`config.mk`:
```
export PLATFORM = sky130hd
export DESIGN_NAME = csp_port
export DESIGN_NICKNAME = d
export VERILOG_FILES = /design/src/csp_pkg.sv /design/src/csp_port.sv
export VERILOG_INCLUDE_DIRS = /design/src
export SDC_FILE = /design/constraint.sdc
export NUM_CORES = 1
export LEC_CHECK = 0
export BUFFER_PORTS_ARGS = -buffer_cell sky130_fd_sc_hd__buf_2
export CAP_MARGIN = 5
export CELL_PAD_IN_SITES_DETAIL_PLACEMENT = 1
export CELL_PAD_IN_SITES_GLOBAL_PLACEMENT = 1
export CORE_MARGIN = 3
export CORE_UTILIZATION = 45
export DETAILED_ROUTE_END_ITERATION = 8
export PLACE_DENSITY_LB_ADDON = 0.25
export SLEW_MARGIN = 20
export SYNTH_ARGS = -nofsm -noshare
export SYNTH_HDL_FRONTEND = slang
export SYNTH_SLANG_ARGS = --single-unit
```
`constraint.sdc`:
```
create_clock -name clk_sys -period 5.1 [get_ports clk_sys]
set_input_delay 0 -clock clk_sys [delete_from_list [all_inputs] [get_ports clk_sys]]
set_output_delay 0 -clock clk_sys [all_outputs]
set_load 0.01 [all_outputs]
```
`src/csp_cfg.svh`:
```
// Purpose: Constants of the converter serial port
// Assumes: Included by the package and the design file
// Notes: Definitions only
`ifndef CSP_CFG_SVH
`define CSP_CFG_SVH

// ----------------------------------------
// Word and command layout
// ----------------------------------------
`define CSP_WORD_W 24
`define CSP_CNT_W 5
`define CSP_ADDR_W 4
`define CSP_CMD_W 8
`define CSP_BIT_HI 5
`define CSP_BIT_LO 4
`define CSP_EXIT_CNT 5'h07

// ----------------------------------------
// Register addresses and lengths
// ----------------------------------------
`define CSP_ADDR_DATA 4'h1
`define CSP_ADDR_MODE 4'h2
`define CSP_ADDR_FILTER 4'h3
`define CSP_ADDR_TRIM 4'h4
`define CSP_LEN_CMD 5'h08
`define CSP_LEN_MODE 5'h10
`define CSP_LEN_FILTER 5'h18
`define CSP_LEN_TRIM 5'h08
`define CSP_LEN_DEFAULT 5'h18

// ----------------------------------------
// Reset values and buffer
// ----------------------------------------
`define CSP_PIN_N 5
`define CSP_PIN_RST 5'h1f
`define CSP_DATA_RST 24'h00_0000
`define CSP_FIFO_DEPTH 16
`define CSP_FIFO_AW 4

`endif

```
`src/csp_pkg.sv`:
```
// Purpose: Types of the converter serial port
// Assumes: csp_cfg.svh holds the constants
// Notes: No imports; use csp_pkg::name
`include "csp_cfg.svh"

package csp_pkg;

   // ----------------------------------------
   // Types
   // ----------------------------------------
   typedef enum logic [3:0] {
      CSP_ST_CMD = 4'h1,
      CSP_ST_WRITE = 4'h2,
      CSP_ST_READ = 4'h4,
      CSP_ST_CONT = 4'h8
   } csp_state_t;

   typedef struct packed {
      logic [1:0] spare;
      logic access_kind_hi;
      logic access_kind_lo;
      logic [`CSP_ADDR_W-1:0] addr;
   } csp_cmd_t;

   typedef struct packed {
      logic [`CSP_ADDR_W-1:0] addr;
      logic [`CSP_WORD_W-1:0] data;
   } csp_wr_t;

endpackage : csp_pkg

```
`src/csp_port.sv`:
```
// Purpose: Serial register port of a sigma-delta converter
// Assumes: sclk, cs_n, din, clock_edge_select, reset_n are asynchronous pins
// Notes: sclk is oversampled by clk_sys; sclk half period must exceed 3 clk_sys
//
// Contract
// - After reset, next transfer is command write
// - Command selects read or write and target
// - Access 01 gives one single read
// - Access 10 enters continuous read mode
// - Command access 11 or reset pin low leaves continuous read
// - Written bits collect until full count
// - Trim after eight clocks, filter after 24
// - Edge select high samples rising, else falling
// - Read start copies register into output shifter
// - Read bits leave on opposite edge
// - Falling chip select presents read MSB
// - Result-valid low on fresh data word
// - Result-valid high after data read completes
// - Result-valid high before each data update
// - Same data word readable again
// - Reset pin low holds ready high, ignores
`timescale 1ns/10ps
`include "csp_cfg.svh"

// ----------------------------------------
// Result buffer
// ----------------------------------------
module csp_fifo #(
   parameter int WIDTH = `CSP_WORD_W,
   parameter int DEPTH = `CSP_FIFO_DEPTH,
   parameter int AW = `CSP_FIFO_AW
) (
   input wire logic clk_sys,
   input wire logic rst,
   input wire logic in_valid,
   output logic in_ready,
   input wire logic [WIDTH-1:0] in_data,
   output logic out_valid,
   input wire logic out_ready,
   output logic [WIDTH-1:0] out_data
);
   logic [WIDTH-1:0] mem_q [DEPTH];
   logic [AW-1:0] wr_ptr_q;
   logic [AW-1:0] rd_ptr_q;
   logic [AW:0] cnt_q;
   logic push;
   logic pop;

   assign in_ready = (cnt_q != (AW+1)'(DEPTH));
   assign out_valid = (cnt_q != '0);
   assign out_data = mem_q[rd_ptr_q];
   assign push = in_valid && in_ready;
   assign pop = out_valid && out_ready;

   always_ff @(posedge clk_sys) begin
      if (push) begin
         mem_q[wr_ptr_q] <= in_data;
      end
   end

   always_ff @(posedge clk_sys or posedge rst) begin
      if (rst) begin
         wr_ptr_q <= '0;
         rd_ptr_q <= '0;
         cnt_q <= '0;
      end else begin
         if (push) begin
            wr_ptr_q <= wr_ptr_q + AW'(1);
         end
         if (pop) begin
            rd_ptr_q <= rd_ptr_q + AW'(1);
         end
         if (push && !pop) begin
            cnt_q <= cnt_q + (AW+1)'(1);
         end else if (pop && !push) begin
            cnt_q <= cnt_q - (AW+1)'(1);
         end
      end
   end
endmodule : csp_fifo

// ----------------------------------------
// Serial port
// ----------------------------------------
module csp_port (
   input wire logic clk_sys,
   input wire logic rst,
   input wire logic sclk,
   input wire logic cs_n,
   input wire logic din,
   input wire logic clock_edge_select,
   input wire logic reset_n,
   output logic dout,
   output logic dout_oe,
   output logic rdy_n,
   input wire logic conv_valid,
   output logic conv_ready,
   input wire logic [`CSP_WORD_W-1:0] conv_data,
   output logic [`CSP_ADDR_W-1:0] rd_addr,
   input wire logic [`CSP_WORD_W-1:0] rd_data,
   output logic wr_valid,
   output csp_pkg::csp_wr_t wr_word,
   output logic cont_mode
);

   // ----------------------------------------
   // Pin synchronisers
   // ----------------------------------------
   logic [`CSP_PIN_N-1:0] pin_raw;
   logic [`CSP_PIN_N-1:0] sync1_q;
   logic [`CSP_PIN_N-1:0] sync2_q;
   logic sclk_prev_q;
   logic cs_prev_q;

   assign pin_raw = {reset_n, clock_edge_select, din, cs_n, sclk};

   for (genvar i = 0; i < `CSP_PIN_N; i++) begin : g_sync
      always_ff @(posedge clk_sys or posedge rst) begin
         if (rst) begin
            sync1_q[i] <= 1'b1;
            sync2_q[i] <= 1'b1;
         end else begin
            sync1_q[i] <= pin_raw[i];
            sync2_q[i] <= sync1_q[i];
         end
      end
   end

   always_ff @(posedge clk_sys or posedge rst) begin
      if (rst) begin
         sclk_prev_q <= 1'b1;
         cs_prev_q <= 1'b1;
      end else begin
         sclk_prev_q <= sync2_q[0];
         cs_prev_q <= sync2_q[1];
      end
   end

   logic sclk_s;
   logic cs_s;
   logic din_s;
   logic pol_s;
   logic dev_rst;
   logic rise;
   logic fall;
   logic frame_on;
   logic samp;
   logic shft;
   logic cs_fall;

   assign sclk_s = sync2_q[0];
   assign cs_s = sync2_q[1];
   assign din_s = sync2_q[2];
   assign pol_s = sync2_q[3];
   assign dev_rst = ~sync2_q[4];
   assign rise = sclk_s & ~sclk_prev_q;
   assign fall = ~sclk_s & sclk_prev_q;
   assign frame_on = ~cs_s & ~dev_rst;
   assign samp = frame_on & (pol_s ? rise : fall);
   assign shft = frame_on & (pol_s ? fall : rise);
   assign cs_fall = frame_on & cs_prev_q;

   // ----------------------------------------
   // Register lengths
   // ----------------------------------------
   function automatic logic [`CSP_CNT_W-1:0] reg_len(input logic [`CSP_ADDR_W-1:0] a);
      logic [`CSP_CNT_W-1:0] n;
      n = `CSP_LEN_DEFAULT;
      case (a)
         `CSP_ADDR_MODE: n = `CSP_LEN_MODE;
         `CSP_ADDR_FILTER: n = `CSP_LEN_FILTER;
         `CSP_ADDR_TRIM: n = `CSP_LEN_TRIM;
         default: n = `CSP_LEN_DEFAULT;
      endcase
      return n;
   endfunction : reg_len

   // ----------------------------------------
   // Command engine
   // ----------------------------------------
   csp_pkg::csp_state_t st_q;
   csp_pkg::csp_state_t st_d;
   csp_pkg::csp_cmd_t cmd;
   logic [`CSP_CNT_W-1:0] bit_cnt_q;
   logic [`CSP_CNT_W-1:0] len_q;
   logic [`CSP_CNT_W-1:0] len_d;
   logic [`CSP_ADDR_W-1:0] addr_q;
   logic [`CSP_ADDR_W-1:0] addr_d;
   logic [`CSP_WORD_W-1:0] isr_q;
   logic [`CSP_WORD_W-1:0] din_word;
   logic word_done;
   logic restart;
   logic copy_req;
   logic wr_fire;
   logic rd_done;

   assign din_word = {isr_q[`CSP_WORD_W-2:0], din_s};
   assign word_done = samp && (bit_cnt_q == len_q - `CSP_CNT_W'(1));
   assign cmd = din_word[`CSP_CMD_W-1:0];

   always_comb begin
      st_d = st_q;
      len_d = len_q;
      addr_d = addr_q;
      copy_req = 1'b0;
      wr_fire = 1'b0;
      rd_done = 1'b0;
      restart = word_done;
      case (st_q)
         csp_pkg::CSP_ST_CMD: begin
            if (word_done) begin
               addr_d = cmd.addr;
               len_d = reg_len(cmd.addr);
               case ({cmd.access_kind_hi, cmd.access_kind_lo})
                  2'h0: st_d = csp_pkg::CSP_ST_WRITE;
                  2'h1: begin
                     st_d = csp_pkg::CSP_ST_READ;
                     copy_req = 1'b1;
                  end
                  2'h2: begin
                     st_d = csp_pkg::CSP_ST_CONT;
                     copy_req = 1'b1;
                  end
                  default: len_d = `CSP_LEN_CMD;
               endcase
            end
         end
         csp_pkg::CSP_ST_WRITE: begin
            if (word_done) begin
               wr_fire = 1'b1;
               st_d = csp_pkg::CSP_ST_CMD;
               len_d = `CSP_LEN_CMD;
            end
         end
         csp_pkg::CSP_ST_READ: begin
            if (word_done) begin
               rd_done = 1'b1;
               st_d = csp_pkg::CSP_ST_CMD;
               len_d = `CSP_LEN_CMD;
            end
         end
         csp_pkg::CSP_ST_CONT: begin
            if (samp && bit_cnt_q == `CSP_EXIT_CNT && din_word[`CSP_BIT_HI] && din_word[`CSP_BIT_LO]) begin
               st_d = csp_pkg::CSP_ST_CMD;
               len_d = `CSP_LEN_CMD;
               restart = 1'b1;
            end else if (word_done) begin
               rd_done = 1'b1;
               copy_req = 1'b1;
            end
         end
         default: begin
            st_d = csp_pkg::CSP_ST_CMD;
            len_d = `CSP_LEN_CMD;
         end
      endcase
   end

   always_ff @(posedge clk_sys or posedge rst) begin
      if (rst) begin
         st_q <= csp_pkg::CSP_ST_CMD;
         len_q <= `CSP_LEN_CMD;
         addr_q <= '0;
      end else if (dev_rst) begin
         st_q <= csp_pkg::CSP_ST_CMD;
         len_q <= `CSP_LEN_CMD;
         addr_q <= '0;
      end else begin
         st_q <= st_d;
         len_q <= len_d;
         addr_q <= addr_d;
      end
   end

   always_ff @(posedge clk_sys or posedge rst) begin
      if (rst) begin
         bit_cnt_q <= '0;
         isr_q <= '0;
      end else if (!frame_on || restart) begin
         bit_cnt_q <= '0;
         isr_q <= restart ? din_word : isr_q;
      end else if (samp) begin
         bit_cnt_q <= bit_cnt_q + `CSP_CNT_W'(1);
         isr_q <= din_word;
      end
   end

   // ----------------------------------------
   // Write strobe
   // ----------------------------------------
   logic [`CSP_WORD_W-1:0] wr_mask;

   assign wr_mask = ~(`CSP_WORD_W'('1) << len_q);

   always_ff @(posedge clk_sys or posedge rst) begin
      if (rst) begin
         wr_valid <= 1'b0;
         wr_word <= '0;
      end else begin
         wr_valid <= wr_fire;
         if (wr_fire) begin
            wr_word <= {addr_q, din_word & wr_mask};
         end
      end
   end

   // ----------------------------------------
   // Output shifter
   // ----------------------------------------
   logic copy_pend_q;
   logic shown_q;
   logic hold_q;
   logic [`CSP_WORD_W-1:0] osr_q;
   logic [`CSP_WORD_W-1:0] data_q;
   logic [`CSP_WORD_W-1:0] src;
   logic [`CSP_CNT_W-1:0] pad;

   assign src = (addr_q == `CSP_ADDR_DATA) ? data_q : rd_data;
   assign pad = `CSP_CNT_W'(`CSP_WORD_W) - len_q;

   always_ff @(posedge clk_sys or posedge rst) begin
      if (rst) begin
         copy_pend_q <= 1'b0;
         shown_q <= 1'b0;
         hold_q <= 1'b0;
         osr_q <= '0;
         dout <= 1'b0;
      end else begin
         copy_pend_q <= copy_req & ~dev_rst;
         if (copy_pend_q) begin
            osr_q <= src << pad;
            shown_q <= 1'b0;
            hold_q <= 1'b0;
         end else if (cs_fall && !shown_q) begin
            dout <= osr_q[`CSP_WORD_W-1];
            shown_q <= 1'b1;
            hold_q <= (sclk_s == pol_s);
         end else if (shft && !shown_q) begin
            dout <= osr_q[`CSP_WORD_W-1];
            shown_q <= 1'b1;
         end else if (shft && hold_q) begin
            hold_q <= 1'b0;
         end else if (shft) begin
            osr_q <= osr_q << 1;
            dout <= osr_q[`CSP_WORD_W-2];
         end
      end
   end

   always_ff @(posedge clk_sys or posedge rst) begin
      if (rst) begin
         dout_oe <= 1'b0;
         rd_addr <= '0;
         cont_mode <= 1'b0;
      end else begin
         dout_oe <= ~cs_s;
         rd_addr <= addr_d;
         cont_mode <= (st_q == csp_pkg::CSP_ST_CONT);
      end
   end

   // ----------------------------------------
   // Data register and result-valid
   // ----------------------------------------
   logic fifo_valid;
   logic fifo_pop;
   logic pre_q;
   logic [`CSP_WORD_W-1:0] fifo_data;

   csp_fifo #(
      .WIDTH(`CSP_WORD_W),
      .DEPTH(`CSP_FIFO_DEPTH),
      .AW(`CSP_FIFO_AW)
   ) u_fifo (
      .clk_sys(clk_sys),
      .rst(rst),
      .in_valid(conv_valid),
      .in_ready(conv_ready),
      .in_data(conv_data),
      .out_valid(fifo_valid),
      .out_ready(fifo_pop),
      .out_data(fifo_data)
   );

   assign fifo_pop = pre_q && !copy_pend_q && !copy_req && !dev_rst;

   always_ff @(posedge clk_sys or posedge rst) begin
      if (rst) begin
         pre_q <= 1'b0;
         rdy_n <= 1'b1;
         data_q <= `CSP_DATA_RST;
      end else if (dev_rst) begin
         pre_q <= 1'b0;
         rdy_n <= 1'b1;
      end else if (fifo_pop) begin
         data_q <= fifo_data;
         pre_q <= 1'b0;
         rdy_n <= 1'b0;
      end else if (fifo_valid && !pre_q) begin
         pre_q <= 1'b1;
         rdy_n <= 1'b1;
      end else if (rd_done && addr_q == `CSP_ADDR_DATA) begin
         rdy_n <= 1'b1;
      end
   end

endmodule : csp_port

```
Word-level counts from Yosys, hierarchy flattened. Memory sizes are Yosys's and may differ from the RTL's. A register that Yosys moved wholly into a read port is not among the register bits. Cells that the tools add are included.

Register bits: 131. RAM bits: 384. Input bits: 56. Output and inout port bits: 38. Word-level logic and storage cells: 183. Memories: 1.

Add/subtract/negate cells: 7. Equality and inequality tests: 25. Shifts and indexed selects: 2. Multiplexer cells: 60. Bitwise logic cells: 13. Reduce and logical (&&, ||, !) cells: 42.

Memory list: u_fifo.mem_q (depth 16, width 24, rd ports 1, clocked after memory_dff 1, wr ports 1, RTL line csp_port.sv:42) `logic [WIDTH-1:0] mem_q [DEPTH];`.

Operators with widths (count): $mux W24 (6); $mux W23 (3); $mux W5 (9); $mux W1 (29); $mux W4 (7); $and A24 B24 Y24 (1); $not A24 Y24 (1); $pmux W4 S3 (2); $shl A24 B5 Y24 (1); $shl A24 B5 Y24 const A (1); $logic_and A1 B1 Y1 (16); $pmux W5 S3 (1); $ne A3 B3 Y1 const B (4); $add A5 B1 Y5 const B (2); $pmux W5 S2 (1); $sub A5 B1 Y5 const B (2); $reduce_bool A3 Y1 (3); $add A4 B1 Y4 const B (2); $eq A4 B1 Y1 const B (2); $eq A4 B2 Y1 const B (2); $eq A4 B3 Y1 const B (2); $ne A2 B2 Y1 const B (4); $reduce_and A4 Y1 (2); $and A1 B1 Y1 (7); 23 further kinds (39).

Depth between registers and ports, before layout. Gate-level depths: netlist of the first run.

Depth in word-level cells: 16. Depth in mapped cells: 16. Mapped depth without buffers: 15.

Hierarchy. From an unflattened synthesis of the first run, not the netlist that was laid out.

Cell total of the unflattened synthesis: 1357. Area, all modules: 22384.0 um^2.

Modules (own cells, without submodules): csp_fifo (times used 1, cells an instance 778, area an instance 15705.1 um^2, seq. area each 11856.4 um^2); csp_port (times used 1, cells an instance 579, area an instance 6678.9 um^2, seq. area each 3497.1 um^2).

Worst setup path before layout of the first run. OpenSTA, ideal clock, no wires.

Kind: register -> register. Start point: register len_q[3]. End point: register u_fifo.cnt_q[4]. Library setup time: 0.125 ns. Data arrival time: 3.376 ns. Required time: 4.975 ns. Slack: 1.598 ns. Cell stages (with the launch flop): 17. Path buffers: 1. Clock period less this slack: 3.502 ns. Path through: dfstp_2 > inv_1 > clkbuf_1 > ha_1 > xnor2_1 > nor3b_1 > o2111a_2 > nor3_1 > inv_1 > ha_1 > inv_1 > fa_1 > a21o_1 > a21oi_1 > xnor2_1 > nor2_1 > xor2_1.

Word-level cells in the longest chain between the ends: 13. Elaborated cells on any way between the ends: 16. Classes of those cells: 1 x add/sub; 1 x eq/ne; 5 x mux; 9 x reduce/logical.

Ends and longest elaborated chain: start: declaration (RTL line csp_port.sv:185) `` logic [`CSP_CNT_W-1:0] len_q; ``; start signal: assignment (RTL line csp_port.sv:262) `` len_q <= `CSP_LEN_CMD; ``; start signal: assignment (RTL line csp_port.sv:266) `` len_q <= `CSP_LEN_CMD; ``; start signal: assignment (RTL line csp_port.sv:270) `len_q <= len_d;`; $sub A5 B1 Y5 * (RTL line csp_port.sv:198) `` assign word_done = samp && (bit_cnt_q == len_q - `CSP_CNT_W'(1)); ``; $eq A5 B5 Y1 * (RTL line csp_port.sv:198); $logic_and A1 B1 Y1 * (RTL line csp_port.sv:198); $mux W1 (RTL line csp_port.sv:247) `end else if (word_done) begin`; $mux W1 (RTL line csp_port.sv:243) `` if (samp && bit_cnt_q == `CSP_EXIT_CNT && din_word[`CSP_BIT_HI] && din_word[`CSP_BIT_LO]) begin ``; $pmux W1 S2 * (RTL line csp_port.sv:209) `case (st_q)`; $logic_not A1 Y1 * (RTL line csp_port.sv:385) `assign fifo_pop = pre_q && !copy_pend_q && !copy_req && !dev_rst;`; $logic_and A1 B1 Y1 * (2 in a row) (RTL line csp_port.sv:385); $logic_and A1 B1 Y1 * (RTL line csp_port.sv:53) `assign pop = out_valid && out_ready;`; $logic_not A1 Y1 (RTL line csp_port.sv:73) `if (push && !pop) begin`; $logic_and A1 B1 Y1 (RTL line csp_port.sv:73); $mux W5 or $reduce_bool A2 Y1 (tied branches); end signal: assignment (RTL line csp_port.sv:74) `cnt_q <= cnt_q + (AW+1)'(1);`; end signal: assignment (RTL line csp_port.sv:76) `cnt_q <= cnt_q - (AW+1)'(1);`; end: declaration (RTL line csp_port.sv:45) `logic [AW:0] cnt_q;`.

Mark *: on every way between the ends. The rest lies on a longest branch, timed or not. A chain may end at the register's enable or synchronous reset.

Worst setup path after layout of the first run. Ends and elaborated chain as after synthesis.

==> results of run 1 <==
==> per-stage QoR <==
step | util, % | power, mW | instances | hold slack [ns] | cell area [µm²]
after floorplan | - | 7.72 | 1217 | 0.00448 | 21500
final | 53.7 | 12.9 | 2030 | 0.0351 | 25200
after CTS | 53.6 | 13.0 | 2029 | 0.000299 | 25100
after global placement | 48.5 | 8.69 | 1874 | 0.107 | 22700
after detailed placement | 48.5 | 8.81 | 1874 | 0.108 | 22700
after global routing | 53.7 | 13.5 | 2030 | 0.0211 | 25200
==> sequential cells by signal (all words and copies together) (netlist names), 2 cells and up <==
name and count:
addr_q 4, bit_cnt_q 5, data_q 24, isr_q 23
len_q 2, osr_q 24, rd_addr 4, st_q 4
sync1_q 5, u_fifo.cnt_q 5, u_fifo.mem_q 384, u_fifo.rd_ptr_q 4
u_fifo.wr_ptr_q 4, wr_word 28
==> cell type report <==
class / instances / area, µm²
timing repair buffer: 170 / 1210
fill: 4306 / 21700
inverter: 47 / 181
tap: 607 / 759
clock buffer: 67 / 1420
clock inverter: 34 / 433
sequential: 536 / 15400
multi-input combinational: 569 / 5800
==> power by group <==
part | leakage, nW | switching [mW] | internal (mW)
combinational | 2.81 | 1.62 | 1.40
clock | 0.905 | 1.68 | 2.45
sequential | 5.39 | 0.452 | 5.25
==> layout by cell type (no fill, tap or decap), types with 15 or more instances in the layout <==
cell type      synthesis  routed
clkbuf_16              0      55
dlygate4sd3_1          0      54
ha_1                  16      16
buf_2                 17      93
a21oi_1               23      23
nor2_1                42      29
nand3_1               21      21
buf_4                  2      21
o21ai_0               42      42
mux4_2                97      97
dfrtp_1              137     135
mux2i_1               26      26
inv_1                 47      46
dfstp_2               15      15
mux2_2                47      47
a22oi_1               49      49
edfxtp_1             384     384
mux2_4                19      19
nand2_1               55      55
==> critical path: cells and delay by family, from the launching register on <==
| family | cells | cell delay, ns |
|---|---|---|
| adder cells (fa/ha/maj) | 3 | 0.96 |
| flip-flops | 1 | 0.69 |
| XOR/XNOR | 3 | 0.41 |
| buffers and inverters | 4 | 0.61 |
| AND/OR/NAND/NOR | 3 | 0.58 |
| AO/OA/AOI/OAI | 3 | 0.72 |
==> metal layers <==
metal	vias up	share of wire, %
met3	81	5.1
met1	6062	43
met5	-	0.025
met2	273	50
li1	5079	-
met4	2	2.2
==> cells by family after synthesis <==
family,Yosys count
flip-flops,536
multiplexers,189
AO/OA/AOI/OAI,163
buffers and inverters,112
adder cells (fa/ha/maj),17
XOR/XNOR,18
AND/OR/NAND/NOR,182
==> how the worst min path moves through the flow <==
stage | from | to | cells past startpoint
2_1_floorplan | sclk | sync1_q[0] | 0
3_3_place_gp | cs_n | sync1_q[1] | 1
3_5_place_dp | sclk | sync1_q[0] | 1
4_1_cts | sclk | sync1_q[0] | 2
5_1_grt | sclk | sync1_q[0] | 2
6_report | rst | isr_q[15] | 3
==> metrics.cfg, run 1 <==
[power_and_ir_drop]
leakage_nw = 9.10
power_density_nw_per_um2 = 511
ir_worst_vdd_uv = 331

[place]
portBuffers = 93
place_hpwl_um = 29600
pre_cts_ws_ns = 0.993
place_congestion = 0.775

[sta]
hold_violations = 0
slew_headroom_pct = 27.2
rsz0062_at_grt = false
tns_ns = 0
fin_skew_ns = 0.0223
period_needed_ns = 4.09
period_share_pct = 80.3
setup_slack_ns = 1.01
setup_viol = 0
worstMarginPinSlew_ns = 1.09
max_freq_mhz = 244
drv_slew = 0

[routing]
avgViaCountPerCell = 5.66
drt_wl_total_um = 51200
antenna_left = 0
via_count = 11500
drc_errors = 0
dr.pass1.iters = 7
drt_iter0_drc = 873
wl_per_cell_um = 25.2

[run_status]
outcome = finished, final reports clean

[setup_path]
cpMostUsedCell = inv_1
crit_type = reg -> reg
startpoint = len_q[3]
rrSetupSlack_ns = 1.01
rr_worst_depth = 16
critPathSlowestCell = dfstp_2
path_max_fanout = 17
crit-reg2reg-launch = len_q[3]
r2r-end = u_fifo.cnt_q[4]
endpoint_kind = register
cp.required_ns = 5.60
cp.arrival_ns = 4.59
slowest_delay_ns = 0.69
cp-endpoint = u_fifo.cnt_q[4]
worstSetupStartpointType = register
path_cells = inv_1 > ha_1 > xnor2_1 > nor3b_1 > o2111a_2 > nor3_1 > buf_4 > inv_1 > ha_1 > inv_1 > fa_1 > a21o_1 > a21oi_1 > xnor2_1 > nor2_1 > xor2_1

[synth]
synth_warnings = 0
ys_types = 56
ys_seq_elements = 536
ys_seq_area_share_pct = 71.4
synth_xor_area_share_pct = 0.733
syn_avg_cell_area_um2 = 17.7
synth-adder-area-share_pct = 1.02
async_flop_share_pct = 28.4
post_synth_most_frequent_cells = edfxtp_1 (384), dfrtp_1 (137), mux4_2 (97)
synth_area_leaders = edfxtp_1 (54%), dfrtp_1 (16%), mux4_2 (10%)
synth_cells = 1217
yosys-mux-area-fraction_pct = 15.2
ys.flop_type = edfxtp_1
synth_top_family_by_area = multiplexers
yosysTopAreaCellShare_pct = 53.6
synth-simple-area-share_pct = 4.28
synth_compound_area_share_pct = 5.20
yosysTopAreaCell = edfxtp_1
syn_area_um2 = 21500
synth.most_common_cell = edfxtp_1
synth_edf_count = 384
syn-num-nets = 1290

[grt]
grt_overflow = 0
grt_start_max_net_pins = 74
grt-busiest-layer = met2
track_usage_pct = 20.6
antenna_found_initial = 1
grt_use_met2_pct = 33.9
use_met3_pct = 4.15
grt_pass1_vias = 12300
grt.met1_usage_pct = 28.6
grt_pass1_wl_um = 77800

[die]
coreArea_um2 = 46900
design.portCount = 94
core.rowCount = 79
die_w_um = 225
die_h_um = 225
dieArea_um2 = 50400
initial_core_util_pct = 45.9

[finish]
synthToLayoutAreaGrowth_pct = 17.0
nets = 1452
n_antenna_cell = 0
drive_gt1_share_pct = 29.2

[clock_network]
h-tree-depth = 2
clkLatencyLatePin_ns = 0.61
cts_made_buffers = 55
tritoncts = yes
ctsResizeCount = 0
clkTransAtPathRegs_ns = 0.06
post-cts-setup-buffer-count = 0
clock_sinks = 536
root_buffer = clkbuf_16
ctsLongestPathBuffers = 3
cts_hold_buf = 54

[flow_run]
max-cap-violations = 0

[min_path]
hp-class = in -> async

Note: power is estimated with default switching activity, not from simulation.
==> run 2, diff against run 1 <==
==> constraint.sdc (replaced) <==
create_clock -name clk_sys -period 3.32 [get_ports clk_sys]
set_input_delay 0 -clock clk_sys [delete_from_list [all_inputs] [get_ports clk_sys]]
set_output_delay 0 -clock clk_sys [all_outputs]
set_load 0.01 [all_outputs]
==> run 2 against run 1 <==
  * Clock power grew 56%
  * Core utilization is 0.49 points higher
  * Non-clock buffer count is 18 higher
  * First-iteration DRC count is 9.2% higher
  * Cell area increased by 0.91%
  * Clock skew is 0.0038 ns lower
  * Global-route usage up 0.27 points
  * Highest routed layer unchanged
  * Critical path type unchanged
  * Critical path depth decreased by 1
==> metrics.cfg, run 2 (synthesis results as in run 1) <==
[sta]
setup_viol = 0  ; unchanged
period_needed_ns = 3.08  ; was 4.09 ns
fin_skew_ns = 0.0185  ; was 0.0223 ns
tns_ns = 0  ; unchanged
worstMarginPinSlew_ns = 1.02  ; was 1.09 ns
rsz0062_at_grt = false  ; unchanged
hold_violations = 0  ; unchanged
drv_slew = 0  ; unchanged
slew_headroom_pct = 31.9  ; was 27.2%
max_freq_mhz = 325  ; was 244 MHz
period_share_pct = 92.7  ; was 80.3%

[grt]
antenna_found_initial = 2  ; was 1
grt_overflow = 0  ; unchanged
track_usage_pct = 20.9  ; was 20.6%
grt_pass1_vias = 12400  ; was 12,300
grt_start_max_net_pins = 57  ; was 74
grt_pass1_wl_um = 78900  ; was 77,800 µm

[place]
place_hpwl_um = 30000  ; was 29,600 µm
placedCellCount = 1894  ; was 1,874
place_congestion = 0.765  ; was 0.775
portBuffers = 93  ; unchanged

[die]
core.rowCount = 79  ; unchanged
die_w_um = 225  ; unchanged
coreArea_um2 = 46900  ; unchanged
initial_core_util_pct = 45.9  ; unchanged
die_h_um = 225  ; unchanged
design.portCount = 94  ; unchanged
dieArea_um2 = 50400  ; unchanged

[finish]
nFillCells = 4335  ; was 4,306
layoutNonFillerInstCount = 2051  ; was 2,030
top_register = u_fifo.mem_q  ; unchanged
nets = 1470  ; was 1,452
synthToLayoutAreaGrowth_pct = 18.1  ; was 17.0%
largest_register_ffs = 384  ; unchanged
final_cell_mix = edfxtp_1 (384), dfrtp_1 (133), mux4_2 (97), buf_2 (93), clkbuf_16 (56)  ; was edfxtp_1 (384), dfrtp_1 (135), mux4_2 (97), buf_2 (93)
final_common_cell = edfxtp_1  ; unchanged
top_regs = u_fifo.mem_q x384, wr_word x28  ; unchanged
regArea_um2 = 15400  ; about the same
final_util_pct = 54.2  ; was 53.7%
drive_gt1_share_pct = 31.0  ; was 29.2%
multi_input_area_um2 = 5760  ; was 5800 µm²

[clock_network]
clock_sinks = 536  ; unchanged
h-tree-depth = 2  ; unchanged
root_buffer = clkbuf_16  ; unchanged
ctsLongestPathBuffers = 3  ; unchanged
tritoncts = yes  ; unchanged
clkTransAtPathRegs_ns = 0.06  ; about the same
cts_made_buffers = 55  ; unchanged
post-cts-setup-buffer-count = 0  ; unchanged
clkLatencyLatePin_ns = 0.61  ; about the same

[routing]
drt_iter0_drc = 953  ; was 873
drc_errors = 0  ; unchanged
avgViaCountPerCell = 5.71  ; was 5.66
dr.pass1.iters = 5  ; was 7
wl_per_cell_um = 25.5  ; was 25.2 µm
antenna_left = 0  ; unchanged
drt_wl_total_um = 52300  ; was 51,200 µm
via_count = 11700  ; was 11,500

[setup_path]
endpoint_kind = register  ; unchanged
path_cells = inv_1 > ha_1 > xnor2_1 > nor3b_2 > o2111a_2 > nor3_2 > inv_1 > ha_1 > inv_1 > ha_1 > a21o_1 > a21oi_1 > xnor2_1 > nor2_1 > xor2_1  ; was inv_1 > ha_1 > xnor2_1 > nor3b_1 > o2111a_2 > nor3_1 > buf_4 > inv_1 > ha_1 > inv_1 > fa_1 > a21o_1 > a21oi_1 > xnor2_1 > nor2_1 > xor2_1
cp.required_ns = 3.81  ; was 5.60 ns
cp.arrival_ns = 3.57  ; was 4.59 ns
path_max_fanout = 4  ; was 17
critPathSlowestCell = dfstp_2  ; unchanged
worstSetupStartpointType = register  ; unchanged
crit_type = reg -> reg  ; unchanged
slowest_delay_ns = 0.53  ; was 0.69 ns

[power_and_ir_drop]
power_density_nw_per_um2 = 786  ; was 511 nW/µm²
ir_worst_vdd_uv = 486  ; was 331 µV
leakage_nw = 9.24  ; was 9.10 nW

[run_status]
outcome = finished, final reports clean  ; unchanged

[min_path]
hp-class = in -> async  ; unchanged

[flow_run]
max-cap-violations = 0  ; unchanged

## run 2: changes by cell type in the layout (fill, tap and decap cells not counted), sizes merged
| cell | delta |
|---|---|
| diode | +1 |
| buf | +19 |
| clkinv | -1 |
| clkinvlp | +7 |
| bufinv | -1 |
| inv | -3 |
| dlygate4sd3 | -1 |
## run 2: layout make-up
| class | instances | area share [%] |
|---|---|---|
| Multi-Input combinational cell | 569 | 22.7 |
| Inverter | 47 | 0.710 |
| Timing Repair Buffer | 188 | 5.56 |
| Tap cell | 607 | 2.99 |
| Clock buffer | 67 | 5.80 |
| Clock inverter | 36 | 1.75 |
| Sequential cell | 536 | 60.5 |
| Antenna cell | 1 | 0.00986 |
## run 2: worst paths after layout
| path | cells after the start | end | slack, ns | start |
|---|---|---|---|---|
| max | 15 | u_fifo.cnt_q[4] | 0.24 | len_q[3] |
| max reg2reg | 15 | u_fifo.cnt_q[4] | 0.24 | len_q[3] |
| max in group asynchronous | 4 | sync1_q[2] | 2.58 | rst |
| min reg2reg | 0 | cs_s | 0.36 | sync1_q[1] |
| min in group clk_sys | 5 | osr_q[15] | 0.04 | rd_data[15] |
| min | 3 | u_fifo.wr_ptr_q[2] | 0.01 | rst |
## run 2: timing repair
action / 4_1_cts / 5_1_grt
endpoints found under the setup margin: 0 / 1
hold buffers: 53 / 0
gates resized for setup: 0 / 3
hold endpoints to repair: 553 / 0
## run 2: through the flow
stage	power (mW)	hold WS [ns]	setup WS (ns)	cell area (µm²)
2_1_floorplan	11.9	0.00448	0.0121	21500
3_3_place_gp	13.5	0.107	0.269	22900
3_5_place_dp	13.6	0.107	0.212	22900
4_1_cts	20.2	0.00738	0.212	25400
5_1_grt	20.9	0.0484	0.0113	25400
6_report	20.0	0.0146	0.241	25400
## run 2: worst max-delay path, delay by kind of cell, from the launching register on
kind            cells  cell delay [ns]
fa+ha+maj           3             0.81
simple gates        3             0.34
xor+xnor            3             0.49
flops               1             0.53
compound gates      3             0.52
buf+inv             3             0.28
## run 2: routing by layer
layer | part of all wire, % | global-route usage (%) | vias to the layer above
met5 | 0.013 | 0 | -
met1 | 43 | 29.0 | 6187
met2 | 50 | 35.1 | 317
met4 | 2.0 | 5.35 | 2
li1 | - | - | 5126
met3 | 5.3 | 3.00 | 86
## run 2: where the power goes
part / leakage [nW] / internal (mW) / switching [mW]
registers: 5.38 / 8.07 / 0.597
logic: 2.94 / 2.21 / 2.62
clock network: 0.917 / 3.81 / 2.65
